[src/ptg_pkg.sv]
package ptg_pkg;

	// ----------------------------------------------------------------
	// indirect access port
	// ----------------------------------------------------------------
	localparam logic [1:0] ACC_SEL_BLOCK  = 2'h0;
	localparam logic [1:0] ACC_SEL_OFFSET = 2'h1;
	localparam logic [1:0] ACC_SEL_DATA   = 2'h2;
	localparam int         BSEL_AUTOINC   = 1;
	localparam int         BSEL_BLK_LSB   = 2;
	localparam int         BSEL_BLK_MSB   = 5;
	localparam logic [3:0] BLOCK_PATTERN  = 4'h0;

	// ----------------------------------------------------------------
	// register offsets on the pattern page
	// ----------------------------------------------------------------
	localparam logic [7:0] OFF_CTL     = 8'h01;
	localparam logic [7:0] OFF_CFG     = 8'h02;
	localparam logic [7:0] OFF_HDR     = 8'h03;
	localparam logic [7:0] OFF_LINE_HI = 8'h04;
	localparam logic [7:0] OFF_LINE_LO = 8'h05;
	localparam logic [7:0] OFF_BAR_HI  = 8'h06;
	localparam logic [7:0] OFF_BAR_LO  = 8'h07;
	localparam logic [7:0] OFF_ACT_HI  = 8'h08;
	localparam logic [7:0] OFF_ACT_LO  = 8'h09;
	localparam logic [7:0] OFF_TOT_HI  = 8'h0A;
	localparam logic [7:0] OFF_TOT_LO  = 8'h0B;
	localparam logic [7:0] OFF_LPD_HI  = 8'h0C;
	localparam logic [7:0] OFF_LPD_LO  = 8'h0D;
	localparam logic [7:0] OFF_VBP     = 8'h0E;
	localparam int         NUM_REGS    = 15;

	// ----------------------------------------------------------------
	// field positions
	// ----------------------------------------------------------------
	localparam int CTL_ON_BIT    = 0;
	localparam int CFG_SOLID_BIT = 7;
	localparam int CFG_BARS_MSB  = 5;
	localparam int CFG_BARS_LSB  = 4;
	localparam int CFG_BLK_MSB   = 3;
	localparam int CFG_BLK_LSB   = 0;
	localparam int HDR_VC_MSB    = 7;
	localparam int HDR_VC_LSB    = 6;
	localparam int HDR_DT_MSB    = 5;
	localparam int HDR_DT_LSB    = 0;

	// ----------------------------------------------------------------
	// reset values
	// ----------------------------------------------------------------
	localparam logic [7:0] RST_CTL     = 8'h00;
	localparam logic [7:0] RST_CFG     = 8'h33;
	localparam logic [7:0] RST_HDR     = 8'h24;
	localparam logic [7:0] RST_LINE_HI = 8'h07;
	localparam logic [7:0] RST_LINE_LO = 8'h80;
	localparam logic [7:0] RST_BAR_HI  = 8'h00;
	localparam logic [7:0] RST_BAR_LO  = 8'hF0;
	localparam logic [7:0] RST_ACT_HI  = 8'h01;
	localparam logic [7:0] RST_ACT_LO  = 8'hE0;
	localparam logic [7:0] RST_TOT_HI  = 8'h02;
	localparam logic [7:0] RST_TOT_LO  = 8'h0D;
	localparam logic [7:0] RST_LPD_HI  = 8'h0C;
	localparam logic [7:0] RST_LPD_LO  = 8'h67;
	localparam logic [7:0] RST_VBP     = 8'h02;
	localparam logic [7:0] RST_UNUSED  = 8'h00;

	localparam logic [NUM_REGS-1:0][7:0] REG_RESET = {
		RST_VBP, RST_LPD_LO, RST_LPD_HI, RST_TOT_LO, RST_TOT_HI,
		RST_ACT_LO, RST_ACT_HI, RST_BAR_LO, RST_BAR_HI, RST_LINE_LO,
		RST_LINE_HI, RST_HDR, RST_CFG, RST_CTL, RST_UNUSED};

	// ----------------------------------------------------------------
	// timing
	// ----------------------------------------------------------------
	localparam int TICK_NS       = 10;
	localparam int CLK_PERIOD_NS = 100;
	localparam int TICKS_PER_CLK = CLK_PERIOD_NS / TICK_NS;

	// ----------------------------------------------------------------
	// types
	// ----------------------------------------------------------------
	typedef enum logic [1:0] {PKT_FS, PKT_FE, PKT_LINE} ptg_kind_t;

	typedef struct packed {
		ptg_kind_t   kind;
		logic [7:0]  data;
		logic        last;
		logic [1:0]  vc;
		logic [5:0]  dt;
	} ptg_beat_t;

	typedef struct packed {
		logic [15:0] line_len;
		logic [15:0] bar_w;
		logic [15:0] act;
		logic [15:0] tot;
		logic [15:0] period;
		logic [7:0]  vbp;
		logic        solid;
		logic [1:0]  bars;
		logic [3:0]  blk;
		logic [1:0]  vc;
		logic [5:0]  dt;
	} ptg_frame_cfg_t;

endpackage

[src/ptg_strm_if.sv]
`timescale 1ns/1ps
`default_nettype none
interface ptg_strm_if;
	logic                valid;
	logic                ready;
	ptg_pkg::ptg_beat_t  beat;
	modport src (output valid, output beat, input ready);
	modport dst (input valid, input beat, output ready);
endinterface
`default_nettype wire

[src/ptg_buf2.sv]
`timescale 1ns/1ps
`default_nettype none
module ptg_buf2 (
	input  wire logic     i_core_clk,
	input  wire logic     i_rst,
	ptg_strm_if.dst       s_in,
	ptg_strm_if.src       s_out
);
	// ----------------------------------------------------------------
	// two-entry skid: head register feeds the ports, spare catches a stall
	// ----------------------------------------------------------------
	logic               out_v_ff;
	logic               nxt_out_v;
	logic               sk_v_ff;
	logic               nxt_sk_v;
	ptg_pkg::ptg_beat_t out_d_ff;
	ptg_pkg::ptg_beat_t nxt_out_d;
	ptg_pkg::ptg_beat_t sk_d_ff;
	ptg_pkg::ptg_beat_t nxt_sk_d;
	logic               take;
	logic               pop;

	assign s_in.ready  = ~sk_v_ff;
	assign s_out.valid = out_v_ff;
	assign s_out.beat  = out_d_ff;
	assign take        = s_in.valid & ~sk_v_ff;
	assign pop         = out_v_ff & s_out.ready;

	always_comb begin
		nxt_out_v = out_v_ff;
		nxt_out_d = out_d_ff;
		nxt_sk_v  = sk_v_ff;
		nxt_sk_d  = sk_d_ff;
		if (pop) begin
			if (sk_v_ff) begin
				nxt_out_d = sk_d_ff;
				nxt_sk_v  = 1'b0;
			end else if (take) begin
				nxt_out_d = s_in.beat;
			end else begin
				nxt_out_v = 1'b0;
			end
		end else if (take) begin
			if (!out_v_ff) begin
				nxt_out_v = 1'b1;
				nxt_out_d = s_in.beat;
			end else begin
				nxt_sk_v = 1'b1;
				nxt_sk_d = s_in.beat;
			end
		end
	end

	always_ff @(posedge i_core_clk) begin
		if (i_rst) begin
			out_v_ff <= 1'b0;
			sk_v_ff  <= 1'b0;
			out_d_ff <= '0;
			sk_d_ff  <= '0;
		end else begin
			out_v_ff <= nxt_out_v;
			sk_v_ff  <= nxt_sk_v;
			out_d_ff <= nxt_out_d;
			sk_d_ff  <= nxt_sk_d;
		end
	end
endmodule
`default_nettype wire

[src/ptg_top.sv]
// What this block does
// - Frames are generated only while pattern_gen_on is 1; writing 0 stops them.
// - solid_pattern_select 1 gives fixed color fields, 0 gives color bars.
// - bar_count_code 00/01/10/11 gives 1/2/4/8 bars; resets to 3.
// - In fixed mode each color field is solid-field-bytes long, 1 to 15.
// - Every packet carries packet_virtual_channel from header bits 7:6.
// - Every packet carries packet_data_type from bits 5:0, reset 0x24.
// - Each active line holds exactly active_line_bytes bytes, reset 1920.
// - All bars but the last are exactly bar_width_bytes long, or 1 byte when it is 0.
// - The last bar fills the rest of the active line.
// - A frame holds active_lines_per_frame video lines, reset 480.
// - Frame length equals total_lines_per_frame, blanking included.
// - Successive lines are spaced by line_period_ticks in 10 ns units, rounded up to whole clocks, plus one clock.
// - vertical_back_porch_lines blank lines lie between frame start and first data.
// - Indirect port selects block and offset; auto-increment advances offset per data access.
`timescale 1ns/1ps
`default_nettype none
module ptg_top (
	input  wire logic        i_core_clk,
	input  wire logic        i_rst,
	input  wire logic        i_acc_wr,
	input  wire logic        i_acc_rd,
	input  wire logic [1:0]  i_acc_sel,
	input  wire logic [7:0]  i_acc_wdata,
	output var  logic [7:0]  o_acc_rdata,
	output var  logic        o_acc_rvalid,
	output var  logic        o_busy,
	output var  logic        o_tx_valid,
	input  wire logic        i_tx_ready,
	output var  logic [1:0]  o_tx_kind,
	output var  logic [7:0]  o_tx_data,
	output var  logic        o_tx_last,
	output var  logic [1:0]  o_tx_vc,
	output var  logic [5:0]  o_tx_dt
);
	typedef enum logic [2:0] {S_IDLE, S_FS, S_DATA, S_FE, S_WAIT} ptg_state_t;

	// ----------------------------------------------------------------
	// indirect register access
	// ----------------------------------------------------------------
	logic [ptg_pkg::NUM_REGS-1:0][7:0] regs_ff;
	logic [ptg_pkg::NUM_REGS-1:0][7:0] nxt_regs;
	logic [7:0]                        bsel_ff;
	logic [7:0]                        nxt_bsel;
	logic [7:0]                        off_ff;
	logic [7:0]                        nxt_off;
	logic [7:0]                        rdata_ff;
	logic [7:0]                        nxt_rdata;
	logic                              rvalid_ff;
	logic                              nxt_rvalid;
	logic                              hit;
	logic                              data_acc;

	// only page 0 offsets 0x01..0x0E exist; offset 0 and the rest read zero
	assign hit = (bsel_ff[ptg_pkg::BSEL_BLK_MSB:ptg_pkg::BSEL_BLK_LSB] == ptg_pkg::BLOCK_PATTERN)
		&& (off_ff >= ptg_pkg::OFF_CTL) && (off_ff <= ptg_pkg::OFF_VBP);
	assign data_acc = (i_acc_wr | i_acc_rd) && (i_acc_sel == ptg_pkg::ACC_SEL_DATA);

	always_comb begin
		nxt_regs   = regs_ff;
		nxt_bsel   = bsel_ff;
		nxt_off    = off_ff;
		nxt_rdata  = rdata_ff;
		nxt_rvalid = i_acc_rd;
		if (i_acc_wr) begin
			case (i_acc_sel)
				ptg_pkg::ACC_SEL_BLOCK: begin
					nxt_bsel = i_acc_wdata;
				end
				ptg_pkg::ACC_SEL_OFFSET: begin
					nxt_off = i_acc_wdata;
				end
				ptg_pkg::ACC_SEL_DATA: begin
					if (hit) begin
						nxt_regs[off_ff[3:0]] = i_acc_wdata;
					end
				end
				default: begin
				end
			endcase
		end
		if (i_acc_rd) begin
			case (i_acc_sel)
				ptg_pkg::ACC_SEL_BLOCK:  nxt_rdata = bsel_ff;
				ptg_pkg::ACC_SEL_OFFSET: nxt_rdata = off_ff;
				ptg_pkg::ACC_SEL_DATA:   nxt_rdata = hit ? regs_ff[off_ff[3:0]] : 8'h00;
				default:                 nxt_rdata = 8'h00;
			endcase
		end
		// an offset write in the same cycle wins over the increment
		if (data_acc && bsel_ff[ptg_pkg::BSEL_AUTOINC]
			&& !(i_acc_wr && i_acc_sel == ptg_pkg::ACC_SEL_OFFSET)) begin
			nxt_off = off_ff + 8'h01;
		end
	end

	always_ff @(posedge i_core_clk) begin
		if (i_rst) begin
			regs_ff   <= ptg_pkg::REG_RESET;
			bsel_ff   <= 8'h00;
			off_ff    <= 8'h00;
			rdata_ff  <= 8'h00;
			rvalid_ff <= 1'b0;
		end else begin
			regs_ff   <= nxt_regs;
			bsel_ff   <= nxt_bsel;
			off_ff    <= nxt_off;
			rdata_ff  <= nxt_rdata;
			rvalid_ff <= nxt_rvalid;
		end
	end

	// ----------------------------------------------------------------
	// live settings, high byte above low byte
	// ----------------------------------------------------------------
	ptg_pkg::ptg_frame_cfg_t cur_cfg;
	logic                    gen_on;
	logic [7:0]              cfg_b;
	logic [7:0]              hdr_b;

	assign gen_on = regs_ff[ptg_pkg::OFF_CTL[3:0]][ptg_pkg::CTL_ON_BIT];
	assign cfg_b  = regs_ff[ptg_pkg::OFF_CFG[3:0]];
	assign hdr_b  = regs_ff[ptg_pkg::OFF_HDR[3:0]];

	always_comb begin
		cur_cfg.line_len = {regs_ff[ptg_pkg::OFF_LINE_HI[3:0]], regs_ff[ptg_pkg::OFF_LINE_LO[3:0]]};
		cur_cfg.bar_w    = {regs_ff[ptg_pkg::OFF_BAR_HI[3:0]], regs_ff[ptg_pkg::OFF_BAR_LO[3:0]]};
		cur_cfg.act      = {regs_ff[ptg_pkg::OFF_ACT_HI[3:0]], regs_ff[ptg_pkg::OFF_ACT_LO[3:0]]};
		cur_cfg.tot      = {regs_ff[ptg_pkg::OFF_TOT_HI[3:0]], regs_ff[ptg_pkg::OFF_TOT_LO[3:0]]};
		cur_cfg.period   = {regs_ff[ptg_pkg::OFF_LPD_HI[3:0]], regs_ff[ptg_pkg::OFF_LPD_LO[3:0]]};
		cur_cfg.vbp      = regs_ff[ptg_pkg::OFF_VBP[3:0]];
		cur_cfg.solid    = cfg_b[ptg_pkg::CFG_SOLID_BIT];
		cur_cfg.bars     = cfg_b[ptg_pkg::CFG_BARS_MSB:ptg_pkg::CFG_BARS_LSB];
		cur_cfg.blk      = cfg_b[ptg_pkg::CFG_BLK_MSB:ptg_pkg::CFG_BLK_LSB];
		cur_cfg.vc       = hdr_b[ptg_pkg::HDR_VC_MSB:ptg_pkg::HDR_VC_LSB];
		cur_cfg.dt       = hdr_b[ptg_pkg::HDR_DT_MSB:ptg_pkg::HDR_DT_LSB];
	end

	// ----------------------------------------------------------------
	// frame and line sequencer
	// ----------------------------------------------------------------
	function automatic ptg_state_t enter_line(input logic [16:0] lno, input ptg_pkg::ptg_frame_cfg_t c);
		logic [16:0] act_end;
		logic        in_act;
		act_end = 17'(c.vbp) + 17'(c.act);
		in_act  = (lno >= 17'(c.vbp)) && (lno < act_end);
		if (in_act && c.line_len != 16'h0000) begin
			enter_line = S_DATA;
		end else if (in_act && lno + 17'h00001 == act_end) begin
			enter_line = S_FE;
		end else begin
			enter_line = S_WAIT;
		end
	endfunction

	ptg_strm_if g ();
	ptg_strm_if q ();

	ptg_state_t              st_ff;
	ptg_state_t              nxt_st;
	ptg_pkg::ptg_frame_cfg_t sh_ff;
	ptg_pkg::ptg_frame_cfg_t nxt_sh;
	logic [15:0]             line_ff;
	logic [15:0]             nxt_line;
	logic [15:0]             timer_ff;
	logic [15:0]             nxt_timer;
	logic [15:0]             byte_ff;
	logic [15:0]             nxt_byte;
	logic [15:0]             bpos_ff;
	logic [15:0]             nxt_bpos;
	logic [2:0]              bidx_ff;
	logic [2:0]              nxt_bidx;
	logic [1:0]              phase_ff;
	logic [1:0]              nxt_phase;
	logic [3:0]              fpos_ff;
	logic [3:0]              nxt_fpos;
	logic [2:0]              fld_ff;
	logic [2:0]              nxt_fld;
	logic                    fe_due_ff;
	logic                    nxt_fe_due;
	logic                    busy_ff;
	logic [16:0]             tsum;
	logic                    tdone;
	logic [16:0]             next_line;
	logic                    frame_over;
	logic [2:0]              last_bar;
	logic [3:0]              blk_eff;
	logic [2:0]              cidx;
	logic                    comp;
	logic                    last_byte;

	assign tsum       = {1'b0, timer_ff} + 17'(ptg_pkg::TICKS_PER_CLK);
	assign tdone      = timer_ff >= sh_ff.period;
	assign next_line  = {1'b0, line_ff} + 17'h00001;
	assign frame_over = next_line >= {1'b0, sh_ff.tot};
	assign last_bar   = 3'((4'h1 << sh_ff.bars) - 4'h1);
	// a field size of zero acts as one, which the compare below would also give, since fpos + 1 >= 0 always holds
	assign blk_eff    = (sh_ff.blk == 4'h0) ? 4'h1 : sh_ff.blk;
	assign cidx       = sh_ff.solid ? fld_ff : 3'(bidx_ff << (2'h3 - sh_ff.bars));
	assign comp       = (phase_ff == 2'h0) ? ~cidx[2] : (phase_ff == 2'h1) ? ~cidx[1] : ~cidx[0];
	assign last_byte  = byte_ff + 16'h0001 == sh_ff.line_len;

	assign g.valid     = (st_ff == S_FS) || (st_ff == S_DATA) || (st_ff == S_FE);
	assign g.beat.kind = (st_ff == S_FS) ? ptg_pkg::PKT_FS : (st_ff == S_FE) ? ptg_pkg::PKT_FE : ptg_pkg::PKT_LINE;
	assign g.beat.data = (st_ff == S_DATA) ? (comp ? 8'hFF : 8'h00) : 8'h00;
	assign g.beat.last = (st_ff != S_DATA) || last_byte;
	assign g.beat.vc   = sh_ff.vc;
	assign g.beat.dt   = sh_ff.dt;

	always_comb begin
		nxt_st     = st_ff;
		nxt_sh     = sh_ff;
		nxt_line   = line_ff;
		nxt_timer  = (tsum > {1'b0, sh_ff.period}) ? sh_ff.period : tsum[15:0];
		nxt_fe_due = fe_due_ff;
		nxt_byte   = 16'h0000;
		nxt_bpos   = 16'h0000;
		nxt_bidx   = 3'h0;
		nxt_phase  = 2'h0;
		nxt_fpos   = 4'h0;
		nxt_fld    = 3'h0;
		case (st_ff)
			S_IDLE: begin
				nxt_timer = 16'h0000;
				if (gen_on) begin
					nxt_sh     = cur_cfg;
					nxt_line   = 16'h0000;
					nxt_fe_due = 1'b1;
					nxt_st     = S_FS;
				end
			end
			S_FS: begin
				if (g.ready) begin
					nxt_st = enter_line(17'h00000, sh_ff);
				end
			end
			S_DATA: begin
				nxt_byte  = byte_ff;
				nxt_bpos  = bpos_ff;
				nxt_bidx  = bidx_ff;
				nxt_phase = phase_ff;
				nxt_fpos  = fpos_ff;
				nxt_fld   = fld_ff;
				if (g.ready) begin
					nxt_byte  = byte_ff + 16'h0001;
					nxt_phase = (phase_ff == 2'h2) ? 2'h0 : phase_ff + 2'h1;
					// the last bar never advances, so it absorbs the remainder
					if (bidx_ff != last_bar && bpos_ff + 16'h0001 >= sh_ff.bar_w) begin
						nxt_bidx = bidx_ff + 3'h1;
						nxt_bpos = 16'h0000;
					end else begin
						nxt_bpos = bpos_ff + 16'h0001;
					end
					if (fpos_ff + 4'h1 >= blk_eff) begin
						nxt_fld  = fld_ff + 3'h1;
						nxt_fpos = 4'h0;
					end else begin
						nxt_fpos = fpos_ff + 4'h1;
					end
					if (last_byte) begin
						nxt_st = (next_line == 17'(sh_ff.vbp) + 17'(sh_ff.act)) ? S_FE : S_WAIT;
					end
				end
			end
			S_FE: begin
				if (g.ready) begin
					nxt_fe_due = 1'b0;
					nxt_st     = S_WAIT;
				end
			end
			S_WAIT: begin
				if (fe_due_ff && (!gen_on || (tdone && frame_over))) begin
					nxt_st = S_FE;
				end else if (!gen_on) begin
					nxt_st = S_IDLE;
				end else if (tdone) begin
					nxt_timer = 16'h0000;
					if (frame_over) begin
						nxt_sh     = cur_cfg;
						nxt_line   = 16'h0000;
						nxt_fe_due = 1'b1;
						nxt_st     = S_FS;
					end else begin
						nxt_line = next_line[15:0];
						nxt_st   = enter_line(next_line, sh_ff);
					end
				end
			end
			default: begin
				nxt_st = S_IDLE;
			end
		endcase
	end

	always_ff @(posedge i_core_clk) begin
		if (i_rst) begin
			st_ff     <= S_IDLE;
			sh_ff     <= '0;
			line_ff   <= 16'h0000;
			timer_ff  <= 16'h0000;
			byte_ff   <= 16'h0000;
			bpos_ff   <= 16'h0000;
			bidx_ff   <= 3'h0;
			phase_ff  <= 2'h0;
			fpos_ff   <= 4'h0;
			fld_ff    <= 3'h0;
			fe_due_ff <= 1'b0;
			busy_ff   <= 1'b0;
		end else begin
			st_ff     <= nxt_st;
			sh_ff     <= nxt_sh;
			line_ff   <= nxt_line;
			timer_ff  <= nxt_timer;
			byte_ff   <= nxt_byte;
			bpos_ff   <= nxt_bpos;
			bidx_ff   <= nxt_bidx;
			phase_ff  <= nxt_phase;
			fpos_ff   <= nxt_fpos;
			fld_ff    <= nxt_fld;
			fe_due_ff <= nxt_fe_due;
			busy_ff   <= nxt_st != S_IDLE;
		end
	end

	// ----------------------------------------------------------------
	// output buffer; a receiver stall only holds the sequencer
	// ----------------------------------------------------------------
	ptg_buf2 u_buf (
		.i_core_clk (i_core_clk),
		.i_rst      (i_rst),
		.s_in       (g.dst),
		.s_out      (q.src)
	);

	assign q.ready      = i_tx_ready;
	assign o_tx_valid   = q.valid;
	assign o_tx_kind    = q.beat.kind;
	assign o_tx_data    = q.beat.data;
	assign o_tx_last    = q.beat.last;
	assign o_tx_vc      = q.beat.vc;
	assign o_tx_dt      = q.beat.dt;
	assign o_acc_rdata  = rdata_ff;
	assign o_acc_rvalid = rvalid_ff;
	assign o_busy       = busy_ff;
endmodule
`default_nettype wire

[config.mk]
export PLATFORM = sky130hd
export DESIGN_NAME = ptg_top
export DESIGN_NICKNAME = d
export VERILOG_FILES = /design/src/ptg_pkg.sv /design/src/ptg_strm_if.sv /design/src/ptg_buf2.sv /design/src/ptg_top.sv
export SDC_FILE = /design/constraint.sdc
export NUM_CORES = 1
export LEC_CHECK = 0
export BUFFER_PORTS_ARGS = -buffer_cell sky130_fd_sc_hd__buf_2
export CORE_UTILIZATION = 55
export DETAILED_ROUTE_END_ITERATION = 6
export PLACE_DENSITY = 0.74
export SLEW_MARGIN = 25
export SYNTH_ARGS = -nofsm -noshare
export SYNTH_HDL_FRONTEND = slang
export SYNTH_SLANG_ARGS = --single-unit
[constraint.sdc]
create_clock -name i_core_clk -period 5.8 [get_ports i_core_clk]
set_input_delay 1.16 -clock i_core_clk [delete_from_list [all_inputs] [get_ports i_core_clk]]
set_output_delay 1.16 -clock i_core_clk [all_outputs]
set_load 0.02 [all_outputs]
==> impl_metrics.json <==
{
  "worst_pin_slew_ns": 1.03,
  "setup_slack_ns": 0.539,
  "vias_per_cell": 6.12,
  "ctsResizeCount": 0,
  "ys_warn_count": 0,
  "num_antenna_cells": 0,
  "fin_skew_ns": 0.0253,
  "setup_tns_ns": 0,
  "worst_r2r_path_depth": 19,
  "synth_edf_count": 0,
  "cts-root-buf": "clkbuf_16",
  "reg2reg_to": "line_ff[2]$_SDFFE_PP0P_",
  "rsz0062_at_grt": "no",
  "layout_common_cells": "nand2_1, dfxtp_1, a21oi_1, nor2_1, ha_1",
  "max-slew-margin-rel": 0.312,
  "insertion_delay_ns": 0.57,
  "fp.dieArea_um2": 37200,
  "numPortBuffers": 44,
  "cts.sinks": 355,
  "hold_class": "reg2reg",
  "antenna_found_initial": 1,
  "cts_buffer_depth": 3,
  "post_cts_buffers": 0,
  "p_leak_nw": 7.96,
  "required_ns": 6.27,
  "cts_buffers": 40,
  "slew_viol_final": 0,
  "dp_slack_ns": 0.338,
  "cap_violations": 0,
  "drc": 0,
  "worstSetupPathType": "reg2reg",
  "finalPower_w": 0.00539,
  "via_count": 18033,
  "wl_mm": 54.7,
  "synthArstFlopShare": 0,
  "grt_max_degree": 259,
  "crit_chain": "ha_2 > nand3_1 > o21ai_0 > nor2b_1 > inv_1 > ha_1 > a21o_1 > a21o_1 > a221o_1 > o311a_1 > o41ai_2 > buf_4 > o21bai_1 > nand2_1 > nand3_1 > buf_4 > nor2_2 > nand3b_1 > a21oi_1",
  "layout-drive-gt1-share": 0.0800,
  "powerDensity_nw_per_um2": 245,
  "worstPathArrival_ns": 5.73,
  "grt_pass1_vias": 16871,
  "hold_buffers": 0,
  "dieWidth_um": 193,
  "mostFrequentLayoutCell": "nand2_1",
  "cts_htree_levels": 2,
  "cts_tree": "done",
  "ir_worst_vdd_mv": 0.254,
  "drt-initial-drc-count": 1454,
  "post-route-min-period_ns": 5.26,
  "synth-seq-cells": 355,
  "synth_area_um2": 20100,
  "detail-route-antenna-nets": 0,
  "cp_slowest_cell": "dfxtp_1",
  "outcome": "finished, final reports clean",
  "min_from": "u_buf.sk_d_ff[2]$_SDFFE_PP0P_",
  "io_pins": 45,
  "whs_ns": 0.452,
  "die_h_um": 193,
  "fin_nets": 2587,
  "fmax_ghz": 0.190,
  "whs_path_depth": 2,
  "hold_viol": 0,
  "worstSetupStartpointType": "flop",
  "critPathMaxStageDelay_ns": 0.61,
  "drt-pass1-iter-count": 5,
  "rrSetupSlack_ns": 0.54,
  "ys_seq_area_frac": 0.354,
  "placementRows": 69,
  "core_um2": 35700,
  "worst_r2r_startpoint": "line_ff[0]$_SDFFE_PP0P_",
  "syn_to_final_growth_pct": 9.47,
  "ys_types": 80,
  "critPathMaxFanout": 26,
  "clk_pin_slew_worst_paths_ns": 0.06,
  "fin_crit_sh": 0.907,
  "place_hpwl_mm": 38.3,
  "synthFlopType": "dfxtp_1",
  "end_kind": "flop",
  "finalSetupViolCount": 0,
  "synthCells": 2512,
  "gr-usage-all-layers": 0.296,
  "grt_pass1_wl_mm": 88.2,
  "initial_core_util": 0.561,
  "syn-num-nets": 2640,
  "grt_overflow": 0,
  "wl_per_cell_um": 18.5,
  "avgSynthCellArea_um2": 7.99,
  "routabilityCongestion": 0.925,
  "min_to": "u_buf.sk_d_ff[2]$_SDFFE_PP0P_"
}
[synthesized netlist by cell type, drive strengths merged (21+ instances only)]
master,count,area [µm²]
nor2,217,815
and3,21,131
nand3,60,300
xnor2,70,613
mux2i,77,771
nand4,31,194
nor2b,41,257
xor2,35,314
ha,112,1400
nor3,51,265
inv,97,364
mux4,32,721
a211o,26,228
a21oi,269,1350
nand2,477,1790
o21ai,64,320
clkbuf,133,502
a21o,29,218
a211oi,44,330
buf,29,158
nor4,29,188
dfxtp,355,7110
[flip-flops by register name (all words and copies together) (netlist names), 12 cells and up]
signal            count
u_buf.s_out.beat     12
u_buf.sk_d_ff        12
byte_ff              16
timer_ff             16
cur_cfg              88
regs_ff              15
line_ff              16
bpos_ff              16
sh_ff                95
[metrics by stage]
stage | cell area (µm²) | utilization | std cells
after floorplan | 20100 | - | 2512
after global placement | 20400 | 0.572 | 2876
after detailed placement | 20500 | 0.572 | 2876
after CTS | 21900 | 0.613 | 2946
after global routing | 22000 | 0.615 | 2948
final | 22000 | 0.615 | 2948
[area by class of cell]
type / instances / area [µm²]
fillers: 3161 / 13800
repair buffers: 67 / 459
flip-flops and latches: 355 / 7110
inverters: 98 / 368
clock inverters: 21 / 355
multi-input cells: 1897 / 12000
well taps: 461 / 577
clock buffers: 49 / 1110
[worst max path at each step]
stage                       startpoint                      end  cells after the start
6_report       line_ff[0]$_SDFFE_PP0P_  line_ff[2]$_SDFFE_PP0P_                     19
5_1_grt        line_ff[0]$_SDFFE_PP0P_   sh_ff[44]$_SDFFE_PP0P_                     19
3_5_place_dp   line_ff[0]$_SDFFE_PP0P_  line_ff[2]$_SDFFE_PP0P_                     19
3_3_place_gp   line_ff[0]$_SDFFE_PP0P_  line_ff[8]$_SDFFE_PP0P_                     19
4_1_cts        line_ff[0]$_SDFFE_PP0P_  line_ff[2]$_SDFFE_PP0P_                     19
2_1_floorplan  line_ff[0]$_SDFFE_PP0P_   sh_ff[26]$_SDFFE_PP0P_                     20
[report_power, final]
group / leakage, nW / switching, W / total, W / internal [W]
sequential: 2.86 / 0.00000760 / 0.00245 / 0.00245
clock: 0.705 / 0.00106 / 0.00278 / 0.00172
combinational: 4.39 / 0.000107 / 0.000152 / 0.0000447
total: 7.96 / 0.00117 / 0.00539 / 0.00421
[cell families after synthesis]
group | count (synthesis) | synth area share
buf+inv | 260 | 0.0512
simple gates | 1022 | 0.231
mux | 110 | 0.0749
compound gates | 543 | 0.167
flops | 355 | 0.354
xor+xnor | 109 | 0.0508
fa+ha+maj | 113 | 0.0708
[worst max-delay path: cells and delay by family, from the launching register on]
kind            cells  cell delay (ns)
compound gates      8             1.87
simple gates        6             1.33
flops               1             0.61
fa+ha+maj           2             0.73
buf+inv             3             0.65
[layer usage]
metal	track usage	up-vias	share of wire	routed length, µm
met2	0.492	589	0.47	25800
met4	0.109	0	0.034	1880
met5	0	-	0	0
met1	0.387	8656	0.43	23500
li1	-	8672	-	-
met3	0.0452	116	0.064	3490
No activity file was read; power rests on OpenSTA's default activity.
